--- config.mk ---
export PLATFORM = sky130hd
export DESIGN_NAME = strap_config_latch
export DESIGN_NICKNAME = d
export VERILOG_FILES = /design/src/logic/scl_pkg.sv /design/src/logic/strap_config_latch.sv
export VERILOG_INCLUDE_DIRS = /design/src /design/src/logic
export SDC_FILE = /design/constraint.sdc
export NUM_CORES = 1
export LEC_CHECK = 0
export ABC_AREA = 1
export BUFFER_PORTS_ARGS = -buffer_cell sky130_fd_sc_hd__buf_2
export CAP_MARGIN = 15
export CORE_MARGIN = 4
export CORE_UTILIZATION = 40
export DETAILED_ROUTE_END_ITERATION = 12
export PLACE_DENSITY_LB_ADDON = 0.2
export SLEW_MARGIN = 20
export SYNTH_ARGS = -nofsm -noshare
export SYNTH_HDL_FRONTEND = slang
export SYNTH_SLANG_ARGS = --single-unit
--- constraint.sdc ---
create_clock -name clk -period 1.6 [get_ports clk]
set_clock_uncertainty 0.15 [all_clocks]
set_input_delay 0.4 -clock clk [delete_from_list [all_inputs] [get_ports clk]]
set_output_delay 0.4 -clock clk [all_outputs]
set_load 0.01 [all_outputs]
--- src/logic/scl_regs.svh ---
`ifndef SCL_REGS_SVH
`define SCL_REGS_SVH

// Wishbone register byte offsets
`define SCL_REG_STRAPS 8'h00
`define SCL_REG_MODE 8'h04
`define SCL_REG_CTRL 8'h08
`define SCL_REG_STATUS 8'h0c

// Mode strap codes
`define SCL_MODE_RGMII_WAKE_IND 4'h8
`define SCL_MODE_RGMII_WAKE_IRQ 4'ha
`define SCL_MODE_RGMII_1000FD 4'hc
`define SCL_MODE_RGMII_NOWAKE 4'he
`define SCL_MODE_NAND_TREE 4'h4
`define SCL_MODE_POWER_DOWN 4'h7

// Address upper bits always zero
`define SCL_ADDR_UPPER 2'h0

// Control register fields
`define SCL_CTRL_BCAST_BIT 0
`define SCL_CTRL_RECOV_BIT 1

// Advertisement field: {1000FD,1000HD,10/100FD,10/100HD}
`define SCL_ADV_FULL 4'hb
`define SCL_ADV_1000FD_ONLY 4'h8
`define SCL_ADV_NONE 4'h0

`endif

--- src/logic/scl_pkg.sv ---
`default_nettype none
package scl_pkg;
    typedef enum logic [2:0] {
        SCL_OP_UNSUPPORTED,
        SCL_OP_RGMII_WAKE_IND,
        SCL_OP_RGMII_WAKE_IRQ,
        SCL_OP_RGMII_NOWAKE,
        SCL_OP_NAND_TREE,
        SCL_OP_POWER_DOWN
    } scl_op_e;

    typedef struct packed {
        logic [3:0] mode;
        logic [2:0] mgmtAddr;
        logic broadcastAddr;
        logic refclkOut;
        logic indicatorStyle;
    } scl_straps_s;

    typedef struct packed {
        scl_op_e op;
        logic [3:0] advert;
        logic wakeEventOnIndicatorPin;
        logic wakeEventOnIrqPin;
    } scl_mode_s;
endpackage
`default_nettype wire

--- src/logic/strap_config_latch.sv ---
// Operation
// - Sample all straps at reset pin release
// - Decode RGMII mode codes and advertisement
// - Code 0100 NAND tree, 0111 power down
// - Address is three strap bits, upper zero
// - Broadcast strap sets enable bit default
// - Broadcast strap inverted versus enable bit
// - Clock strap high enables reference clock output
// - Reference clock local default, recovered selectable
// - Indicator strap 1 individual, 0 tri-color
// - Address bits follow pull direction, 0..7
//
// Implementation choices: the Wishbone register port and the register addresses.
`default_nettype none
`include "scl_regs.svh"

module strap_config_latch
    import scl_pkg::*;
(
    input wire logic clk,
    input wire logic sys_rst,
    input wire logic clkEn,
    input wire logic resetPinN,
    input wire scl_straps_s strapPins,
    input wire logic localRefClk,
    input wire logic recoveredRxClk,
    input wire logic [7:0] wb_adr_i,
    input wire logic [31:0] wb_dat_i,
    input wire logic [3:0] wb_sel_i,
    input wire logic wb_we_i,
    input wire logic wb_cyc_i,
    input wire logic wb_stb_i,
    output logic [31:0] wb_dat_o,
    output logic wb_ack_o,
    output logic wb_err_o,
    output scl_mode_s modeCfg,
    output logic [4:0] mgmtAddr,
    output logic broadcastAddrEnableBit,
    output logic refclkOutPin,
    output logic refclkOutEnable,
    output logic indicatorStyle,
    output logic configValid
);

    ////////////////////////////////////////////////////////////////////////
    // Reset pin synchroniser and release detect

    logic [2:0] rstSync_r;
    logic [2:0] rstSync_nxt;
    logic rstStable_r;
    logic rstStable_nxt;
    logic release_w;

    always_comb begin
        rstSync_nxt = {rstSync_r[1:0], resetPinN};
        rstStable_nxt = rstStable_r;
        // Change counts once the second and third stages agree
        if (rstSync_r[1] == rstSync_r[2]) begin
            rstStable_nxt = rstSync_r[2];
        end
        release_w = rstStable_nxt & ~rstStable_r;
    end

    always_ff @(posedge clk) begin
        if (sys_rst) begin
            rstSync_r <= 3'h0;
            rstStable_r <= 1'b0;
        end else if (clkEn) begin
            rstSync_r <= rstSync_nxt;
            rstStable_r <= rstStable_nxt;
        end
    end

    ////////////////////////////////////////////////////////////////////////
    // Pin synchronisers for straps and clock sources

    localparam int PIN_W = $bits(scl_straps_s) + 2;

    // Bit order: recovered clock, local clock, then the strap struct
    logic [PIN_W-1:0] pinRaw_w;
    logic [PIN_W-1:0] pinSync_w;
    scl_straps_s strapSync_w;
    logic localClkSync_w;
    logic recovClkSync_w;

    assign pinRaw_w = {recoveredRxClk, localRefClk, strapPins};

    genvar gi;
    generate
        for (gi = 0; gi < PIN_W; gi = gi + 1) begin : g_pinSync
            logic s1_r;
            logic s2_r;
            logic s3_r;
            logic filt_r;
            logic filt_nxt;

            // A level counts only once two late stages agree
            always_comb begin
                filt_nxt = filt_r;
                if (s2_r == s3_r) begin
                    filt_nxt = s3_r;
                end
            end

            always_ff @(posedge clk) begin
                if (sys_rst) begin
                    s1_r <= 1'b0;
                    s2_r <= 1'b0;
                    s3_r <= 1'b0;
                    filt_r <= 1'b0;
                end else if (clkEn) begin
                    s1_r <= pinRaw_w[gi];
                    s2_r <= s1_r;
                    s3_r <= s2_r;
                    filt_r <= filt_nxt;
                end
            end

            assign pinSync_w[gi] = filt_r;
        end
    endgenerate

    assign strapSync_w = pinSync_w[PIN_W-3:0];
    assign localClkSync_w = pinSync_w[PIN_W-2];
    assign recovClkSync_w = pinSync_w[PIN_W-1];

    ////////////////////////////////////////////////////////////////////////
    // Strap capture

    // Straps are static; capture reads the filtered copy
    scl_straps_s captured_r;
    scl_straps_s captured_nxt;
    logic valid_r;
    logic valid_nxt;

    always_comb begin
        captured_nxt = captured_r;
        valid_nxt = valid_r;
        if (release_w) begin
            captured_nxt = strapSync_w;
            valid_nxt = 1'b1;
        end else if (!rstStable_r) begin
            valid_nxt = 1'b0;
        end
        // Otherwise the captured value holds until next release
    end

    always_ff @(posedge clk) begin
        if (sys_rst) begin
            captured_r <= '0;
            valid_r <= 1'b0;
        end else if (clkEn) begin
            captured_r <= captured_nxt;
            valid_r <= valid_nxt;
        end
    end

    ////////////////////////////////////////////////////////////////////////
    // Mode decode

    function automatic scl_mode_s decodeMode(input logic [3:0] code);
        scl_mode_s m;
        m.op = SCL_OP_UNSUPPORTED;
        m.advert = `SCL_ADV_NONE;
        m.wakeEventOnIndicatorPin = 1'b0;
        m.wakeEventOnIrqPin = 1'b0;
        case (code)
            `SCL_MODE_RGMII_WAKE_IND: begin
                m.op = SCL_OP_RGMII_WAKE_IND;
                m.advert = `SCL_ADV_FULL;
                m.wakeEventOnIndicatorPin = 1'b1;
            end
            `SCL_MODE_RGMII_WAKE_IRQ: begin
                m.op = SCL_OP_RGMII_WAKE_IRQ;
                m.advert = `SCL_ADV_FULL;
                m.wakeEventOnIrqPin = 1'b1;
            end
            `SCL_MODE_RGMII_NOWAKE: begin
                m.op = SCL_OP_RGMII_NOWAKE;
                m.advert = `SCL_ADV_FULL;
            end
            `SCL_MODE_RGMII_1000FD: begin
                m.op = SCL_OP_RGMII_NOWAKE;
                m.advert = `SCL_ADV_1000FD_ONLY;
            end
            `SCL_MODE_NAND_TREE: m.op = SCL_OP_NAND_TREE;
            `SCL_MODE_POWER_DOWN: m.op = SCL_OP_POWER_DOWN;
            default: m.op = SCL_OP_UNSUPPORTED;
        endcase
        return m;
    endfunction

    ////////////////////////////////////////////////////////////////////////
    // Configuration outputs and control register

    scl_mode_s modeCfg_nxt;
    logic [4:0] mgmtAddr_nxt;
    logic bcast_r;
    logic bcast_nxt;
    logic recovSel_r;
    logic recovSel_nxt;
    logic refEn_nxt;
    logic refPin_nxt;
    logic style_nxt;
    logic wbWrite_w;
    logic wbRead_w;
    logic wbCommit_w;

    assign wbWrite_w = wb_cyc_i & wb_stb_i & wb_we_i & ~wb_ack_o
        & ~wb_err_o;
    assign wbRead_w = wb_cyc_i & wb_stb_i & ~wb_we_i & ~wb_ack_o
        & ~wb_err_o;
    // Write lands at the edge where the master sees ack
    assign wbCommit_w = wb_cyc_i & wb_stb_i & wb_we_i & wb_ack_o;

    always_comb begin
        modeCfg_nxt = decodeMode(captured_r.mode);
        mgmtAddr_nxt = {`SCL_ADDR_UPPER, captured_r.mgmtAddr};
        bcast_nxt = bcast_r;
        recovSel_nxt = recovSel_r;
        if (release_w) begin
            bcast_nxt = ~strapSync_w.broadcastAddr;
            recovSel_nxt = 1'b0;
        end else if (wbCommit_w && wb_adr_i == `SCL_REG_CTRL
            && wb_sel_i[0]) begin
            bcast_nxt = wb_dat_i[`SCL_CTRL_BCAST_BIT];
            recovSel_nxt = wb_dat_i[`SCL_CTRL_RECOV_BIT];
        end
        refEn_nxt = captured_r.refclkOut & valid_r;
        refPin_nxt = 1'b0;
        if (refEn_nxt) begin
            // Sampled copy; a real design uses a glitch-free clock mux
            refPin_nxt = recovSel_r ? recovClkSync_w
                : localClkSync_w;
        end
        style_nxt = captured_r.indicatorStyle;
    end

    always_ff @(posedge clk) begin
        if (sys_rst) begin
            modeCfg <= '0;
            mgmtAddr <= 5'h00;
            bcast_r <= 1'b0;
            recovSel_r <= 1'b0;
            refclkOutEnable <= 1'b0;
            refclkOutPin <= 1'b0;
            indicatorStyle <= 1'b0;
            configValid <= 1'b0;
        end else if (clkEn) begin
            modeCfg <= modeCfg_nxt;
            mgmtAddr <= mgmtAddr_nxt;
            bcast_r <= bcast_nxt;
            recovSel_r <= recovSel_nxt;
            refclkOutEnable <= refEn_nxt;
            refclkOutPin <= refPin_nxt;
            indicatorStyle <= style_nxt;
            configValid <= valid_r;
        end
    end

    assign broadcastAddrEnableBit = bcast_r;

    ////////////////////////////////////////////////////////////////////////
    // Wishbone slave: one wait state, err on unmapped address

    logic [31:0] rdData_nxt;
    logic ack_nxt;
    logic err_nxt;
    logic mapped_w;

    always_comb begin
        mapped_w = 1'b1;
        rdData_nxt = 32'h0000_0000;
        case (wb_adr_i)
            `SCL_REG_STRAPS: rdData_nxt = {22'h0, captured_r};
            `SCL_REG_MODE: rdData_nxt = {23'h0, modeCfg};
            `SCL_REG_CTRL: rdData_nxt = {30'h0, recovSel_r, bcast_r};
            `SCL_REG_STATUS: rdData_nxt = {26'h0, refclkOutEnable,
                indicatorStyle, rstStable_r, valid_r, 2'h0};
            default: mapped_w = 1'b0;
        endcase
        if (!wbRead_w) begin
            rdData_nxt = 32'h0000_0000;
        end
        ack_nxt = (wbRead_w | wbWrite_w) & mapped_w;
        err_nxt = (wbRead_w | wbWrite_w) & ~mapped_w;
    end

    always_ff @(posedge clk) begin
        if (sys_rst) begin
            wb_dat_o <= 32'h0000_0000;
            wb_ack_o <= 1'b0;
            wb_err_o <= 1'b0;
        end else if (clkEn) begin
            wb_dat_o <= rdData_nxt;
            wb_ack_o <= ack_nxt;
            wb_err_o <= err_nxt;
        end
    end

endmodule // strap_config_latch
`default_nettype wire

# == Word-level counts from Yosys, hierarchy flattened ==
# Cells that the tools add are included.
# totals
ff_bits,115
in_bits,63
out_inout_bits,53
elab_cells,150
# op_classes
eq_ne,23
muxes,16
n_bitwise,19
n_reduce_logical,22
# ops
cell,n
$pmux W10 S4,1
$mux W32,1
$reduce_and A2 Y1,15
$eq A4 B4 Y1 const B,4
$eq A8 B4 Y1 const B,2
$pmux W3 S5,1
$eq A1 B1 Y1,13
$and A1 B1 Y1,12
$mux W1,12
$eq A4 B3 Y1 const B,2
$eq A8 B3 Y1 const B,1
$logic_not A8 Y1,1
$pmux W4 S2,1
$not A1 Y1,6
$reduce_or A4 Y1,1
$reduce_or A3 Y1,1
$logic_and A1 B1 Y1,2
$ne A2 B1 Y1 const B,1
$reduce_bool A2 Y1,1
$reduce_or A2 Y1,1
$or A1 B1 Y1,1

# == Logic depth before layout (Yosys ltp) ==
# Gate-level depths: netlist (run 1).
# logic_depth
depth_word,7
depth_mapped,8
mapped_depth_nobuf,7

# == Least setup slack after synthesis (run 1) ==
# No wires, ideal clock.
# synth_path
path_kind,input to register
from,input wb_adr_i[7]
to,register wb_dat_o[1]
setup_ns,0.070
arrival_time_ns,1.124
t_required_ns,1.380
path_slack_ns,0.256
stages,8
path_buffers,1
path_cell_list,nor2_1 > nand2_1 > nor2_2 > buf_4 > nand2_1 > nand3_1 > nand3_1 > a21oi_1
# synth_via
elab_chain_len,3
elab_cells_between_ends,6
classes_between,eq/ne (3); mux (2); reduce/logical (1)
# synth_lines
element,line_no,text
start: declaration,strap_config_latch.sv:27,"input wire logic [7:0] wb_adr_i,"
"$eq A8 B4 Y1, or another cell as far along",strap_config_latch.sv:274,case (wb_adr_i)
$pmux W10 S4 (*),strap_config_latch.sv:274,
$mux W32 (*),strap_config_latch.sv:282,if (!wbRead_w) begin
end signal: assignment,strap_config_latch.sv:295,wb_dat_o <= rdData_nxt;
end: declaration,strap_config_latch.sv:33,"output logic [31:0] wb_dat_o,"
# Every way passes the cells marked *; elsewhere a longest branch is shown, timed or not.
# A chain may end at the register's enable or synchronous reset.

# == Final worst setup path (run 1) ==
# layout_path
from,register wb_ack_o
to,output wb_ack_o
# layout_lines
element,line_no,text
start: declaration,strap_config_latch.sv:34,"output logic wb_ack_o,"
start signal: assignment,strap_config_latch.sv:296,wb_ack_o <= ack_nxt;
# No word-level cell between the ends.

==> results of run 1 <==
-- metal layers --
| layer | global-route usage | up-vias | wire, µm |
|---|---|---|---|
| met4 | 0.0515 | 0 | 150 |
| met5 | 0 | - | 0 |
| met3 | 0.0395 | 15 | 472 |
| li1 | - | 1710 | - |
| met2 | 0.256 | 86 | 3780 |
| met1 | 0.216 | 1527 | 4210 |
-- cells in the mapped netlist --
master / n
a2111oi_1: 1
a21oi_1: 59
a31oi_1: 2
buf_2: 7
buf_4: 29
clkbuf_1: 18
conb_1: 1
dfxtp_1: 91
inv_1: 12
inv_2: 1
mux2i_1: 1
nand2_1: 77
nand2_2: 2
nand3_1: 38
nand3b_1: 1
nand4_1: 1
nor2_1: 73
nor2_2: 1
nor2_4: 1
nor3_1: 4
nor4_4: 1
o211ai_1: 1
o21a_1: 1
o21ai_0: 68
o221ai_1: 1
o31ai_1: 1
-- cell type report --
type,instances,area (µm²)
clock inverter,5,61.3
sequential,91,1820
multi-input combinational,359,1630
inverter,13,48.8
clock buffer,11,151
timing repair buffer,78,493
tap,108,135
fill,898,4550
-- cell usage in the layout (no fill, tap or decap), types with 2 or more instances in the layout --
cell type	instances
dfxtp_1	91
nand2_1	77
nor2_1	73
o21ai_0	68
a21oi_1	59
buf_2	57
nand3_1	38
conb_1	25
buf_4	17
inv_1	12
clkbuf_8	11
nor3_1	4
buf_12	4
clkinvlp_4	3
nand2_2	2
a31oi_1	2
-- metrics by stage --
stage | setup slack, ns | hold WS, ns | total power [mW]
CTS | 0.0547 | 0.0985 | 4.41
finish | 0.0623 | 0.101 | 4.36
detailed placement | 0.0201 | 0.304 | 2.79
global route | 0.0227 | 0.103 | 4.55
floorplan | 0.256 | 0.289 | 2.69
global placement | 0.0316 | 0.302 | 2.78
-- logic make-up after synthesis --
family          synth area share
mux                      0.00268
other cells              0.00100
buf+inv                   0.0989
simple gates               0.225
flops                      0.488
compound gates             0.185
-- final timing paths --
check                                                from  slack [ns]  cells after the start                          to
worst max-delay path                wb_ack_o$_SDFFE_PP0P_        0.06                      1                    wb_ack_o
worst min-delay path                              sys_rst        0.10                      2    rstStable_r$_SDFFE_PP0P_
worst max register to register  rstSync_r[1]$_SDFFE_PP0P_        0.19                      5  captured_r[9]$_SDFFE_PP0P_
worst min register to register   wb_dat_o[1]$_SDFFE_PP0P_        0.32                      2    wb_dat_o[1]$_SDFFE_PP0P_
-- sequential cells by signal, indices dropped and copies added, names as in the netlist, 3 cells and up --
register	count
g_pinSync.filt_r	12
g_pinSync.s1_r	12
g_pinSync.s2_r	12
g_pinSync.s3_r	12
wb_dat_o	10
captured_r	9
modeCfg	7
mgmtAddr	3
rstSync_r	3
-- power breakdown --
| group | total, mW | internal, mW | switching (mW) |
|---|---|---|---|
| Combinational | 0.353 | 0.129 | 0.224 |
| Clock | 1.63 | 0.810 | 0.816 |
| Sequential | 2.38 | 2.34 | 0.0445 |
==> results.sh, run 1 <==
export IMPL_start_kind="register"
export IMPL_synth_avg_cell_area_um2=7.57
export IMPL_synth_area_leaders="dfxtp_1 (49%), o21ai_0 (9.1%), a21oi_1 (7.9%)"
export IMPL_die_h_um=105
export IMPL_grt_start_max_net_pins=55
export IMPL_fmaxAchievable_mhz=650
export IMPL_drive_above_1_share=0.180
export IMPL_start_util=0.420
export IMPL_htree_num_levels=3
export IMPL_setup_viol=0
export IMPL_final_core_util=0.488
export IMPL_power_density_mw_per_mm2=1000
export IMPL_leakage_nw=1.79
export IMPL_syn_inst=493
export IMPL_insertedDiodeCount=0
export IMPL_max_stage_delay_ns=0.45
export IMPL_gp_congestion=0.824
export IMPL_ys_ff_latch=91
export IMPL_finalMaxSlewViolations=0
export IMPL_cp_end_kind="primary output"
export IMPL_antenna_found_initial=0
export IMPL_critPathKind="reg -> out"
export IMPL_ir_drop_mv=0.498
export IMPL_cts_hold_buf=0
export IMPL_clkTransAtPathRegs_ns=0.09
export IMPL_rsz0062_at_grt="no"
export IMPL_ant_nets=0
export IMPL_synth_top_area_cell="dfxtp_1"
export IMPL_path_max_fanout=5
export IMPL_cts_resized=0
export IMPL_crit_path_top_delay_cell="dfxtp_1"
export IMPL_postLayoutCellArea_mm2=0.00434
export IMPL_finalNonFillerCells=665
export IMPL_finalHoldViolCount=0
export IMPL_path_cells="buf_2"
export IMPL_dp_cells=649
export IMPL_crit_buf_inv=1
export IMPL_netlist_area_mm2=0.00373
export IMPL_cts_buffer_depth=2
export IMPL_seq_area_frac_synth=0.488
export IMPL_grt_pass1_vias=3177
export IMPL_cts_made_buffers=9
export IMPL_cts_tree="built"
export IMPL_cts_root_buf="clkbuf_8"
export IMPL_min_period_ns=1.54
export IMPL_groute_usage_overall=0.161
export IMPL_tns_ns=0
export IMPL_synthToLayoutAreaGrowth_pct=16.4
export IMPL_cts_setup_buffers=0
export IMPL_yosysUniqueCellTypes=26
export IMPL_ioPinCount=116
export IMPL_firstDrtPassIters=4
export IMPL_crit_family="flip-flops"
export IMPL_grt_pass1_wl_mm=14.6
export IMPL_rows=34
export IMPL_final_nets=615
export IMPL_netlist_area_leader_share=0.488
export IMPL_drt_iter0_drc=191
export IMPL_dieArea_mm2=0.0109
export IMPL_maxCapViolCount=0
export IMPL_clock_latency_ns=0.36
export IMPL_io_buffers=57
export IMPL_via_count=3338
export IMPL_hp_class="in -> reg"
export IMPL_hpwl_mm=6.03
export IMPL_die_w_um=105
export IMPL_status="finished, final reports clean"
export IMPL_place_area_mm2=0.00413
export IMPL_cts_sinks=91
export IMPL_ys_warn_count=0
export IMPL_required_ns=1.05
export IMPL_via_per_inst=5.02
export IMPL_crit_arrival_ns=0.99
export IMPL_routed_wl_mm=8.61
export IMPL_period_share=0.961
export IMPL_route_detailed_wl_per_inst_um=12.9
export IMPL_coreArea_mm2=0.00889
export IMPL_drc_errors=0
export IMPL_grt_ovfl_total=0
Note: power is estimated with default switching activity, not from simulation.
==> inputs of run 2 (changes only) <==
--- a/config.mk
+++ b/config.mk
@@ -13,6 +13,7 @@
 export CORE_UTILIZATION = 40
 export DETAILED_ROUTE_END_ITERATION = 12
 export PLACE_DENSITY_LB_ADDON = 0.2
+export RECOVER_POWER = 100
 export SLEW_MARGIN = 20
 export SYNTH_ARGS = -nofsm -noshare
 export SYNTH_HDL_FRONTEND = slang
==> run 2 against run 1 <==
Combinational power down 4%; sequential share of layout area is 0.75 points higher; critical endpoint unchanged; first-iteration DRC count is 17% lower; clock-buffer cell count did not move; largest power group unchanged; fmax is 2.4% higher; wire length is 0.42% higher; sequential power hardly changed; critical path depth did not move; hold slack better by 0.0021 ns.
==> results.sh, run 2 (synthesis results as in run 1) <==
export IMPL_max_stage_delay_ns=0.42
export IMPL_clock_latency_ns=0.35
export IMPL_path_cells="clkbuf_1"
export IMPL_worst_path_stages=1
export IMPL_cts_tree="built"
export IMPL_place_ws_ns=0.0201
export IMPL_die_h_um=105
export IMPL_gp_congestion=0.824
export IMPL_setup_viol=0
export IMPL_hpwl_mm=6.03
export IMPL_cts_made_buffers=9
export IMPL_cts_hold_buf=0
export IMPL_tightestPinTransition_ns=0.535
export IMPL_cp_end_kind="primary output"
export IMPL_drt_iter0_drc=158
export IMPL_area_sequential_mm2=0.00182
export IMPL_route_detailed_wl_per_inst_um=13.0
export IMPL_fmaxAchievable_mhz=666
export IMPL_synthToLayoutAreaGrowth_pct=14.3
export IMPL_die_w_um=105
export IMPL_period_share=0.939
export IMPL_maxCapViolCount=0
export IMPL_final_fill_count=921
export IMPL_finalMaxSlewViolations=0
export IMPL_coreArea_mm2=0.00889
export IMPL_start_util=0.420
export IMPL_htree_num_levels=3
export IMPL_status="finished, final reports clean"
export IMPL_reg2reg_slack_ns=0.14
export IMPL_path_max_fanout=5
export IMPL_firstDrtPassIters=5
export IMPL_routed_wl_mm=8.65
export IMPL_ff2ff_path_depth=5
export IMPL_crit_arrival_ns=0.95
export IMPL_final_nets=615
export IMPL_tns_ns=0
export IMPL_dp_cells=649
export IMPL_rows=34
export IMPL_relSlewSlack=0.643
export IMPL_fin_ws_ns=0.0979
export IMPL_cts_buffer_depth=2
export IMPL_hp_class="in -> reg"
export IMPL_insertedDiodeCount=0
export IMPL_multiInputGateArea_mm2=0.00161
export IMPL_power_density_mw_per_mm2=1020
export IMPL_cts_root_buf="clkbuf_8"
export IMPL_crit_buf_inv=1
export IMPL_leakage_nw=1.66
export IMPL_crit_path_top_delay_cell="dfxtp_1"
export IMPL_crit_family="flip-flops"
export IMPL_via_per_inst=5.05
export IMPL_drc_errors=0
export IMPL_antenna_found_initial=0
export IMPL_min_period_ns=1.50
export IMPL_required_ns=1.05
export IMPL_place_area_mm2=0.00413
export IMPL_finalNonFillerCells=665
export IMPL_mostFrequentLayoutCell="dfxtp_1"
export IMPL_whs_path_depth=2
export IMPL_io_buffers=57
export IMPL_ioPinCount=116
export IMPL_finalHoldViolCount=0
export IMPL_start_kind="register"
export IMPL_cts_sinks=91
export IMPL_cts_resized=0
export IMPL_dieArea_mm2=0.0109
export IMPL_groute_usage_overall=0.161
export IMPL_whs_ns=0.103
export IMPL_cts_setup_buffers=0
export IMPL_grt_pass1_wl_mm=14.6
export IMPL_clkTransAtPathRegs_ns=0.09
export IMPL_via_count=3360
export IMPL_postLayoutCellArea_mm2=0.00427
export IMPL_grt_pass1_vias=3177
export IMPL_drive_above_1_share=0.122
export IMPL_ir_drop_mv=0.493
export IMPL_rsz0062_at_grt="no"
export IMPL_final_cell_mix="dfxtp_1 (91), nand2_1 (78), nor2_1 (73)"
export IMPL_critPathKind="reg -> out"
export IMPL_ant_nets=0
export IMPL_grt_ovfl_total=0
export IMPL_grt_start_max_net_pins=55
run 2: changes by cell type in the layout (fill, tap and decap cells not counted), moves of 3 or more:
cell      previous run  this run
clkbuf_2             0         3
clkbuf_1             0        29
buf_2               57        29
buf_4               17        13
run 2: routing by layer:
metal,share of wire,track usage,vias up
met5,0,0,-
met4,0.017,0.0515,0
met3,0.054,0.0395,15
met2,0.44,0.256,89
met1,0.49,0.216,1542
li1,-,-,1714
run 2: power breakdown:
group	internal [mW]	leakage [nW]	total (mW)	switching [mW]
Sequential	2.34	0.742	2.38	0.0442
Clock	0.810	0.0978	1.62	0.809
Combinational	0.117	0.817	0.338	0.221
run 2: area by class of cell:
type | count | area share
clock buffers | 11 | 0.0355
clock inverters | 5 | 0.0144
inverters | 13 | 0.0114
multi-input cells | 359 | 0.378
flip-flops and latches | 91 | 0.427
well taps | 108 | 0.0317
repair buffers | 78 | 0.102
run 2: path summary, 6_finish.rpt:
kind | end | start
setup reg to reg | captured_r[9]$_SDFFE_PP0P_ | rstSync_r[1]$_SDFFE_PP0P_
hold reg to reg | wb_dat_o[1]$_SDFFE_PP0P_ | wb_dat_o[1]$_SDFFE_PP0P_
setup / recovery | wb_ack_o | wb_ack_o$_SDFFE_PP0P_
hold / removal | rstStable_r$_SDFFE_PP0P_ | sys_rst
run 2: metrics by stage:
step,total power [mW],utilization
6_report,4.34,0.480
5_1_grt,4.54,0.480
4_1_cts,4.41,0.488
3_5_place_dp,2.79,0.465
3_3_place_gp,2.78,0.465
2_1_floorplan,2.69,-
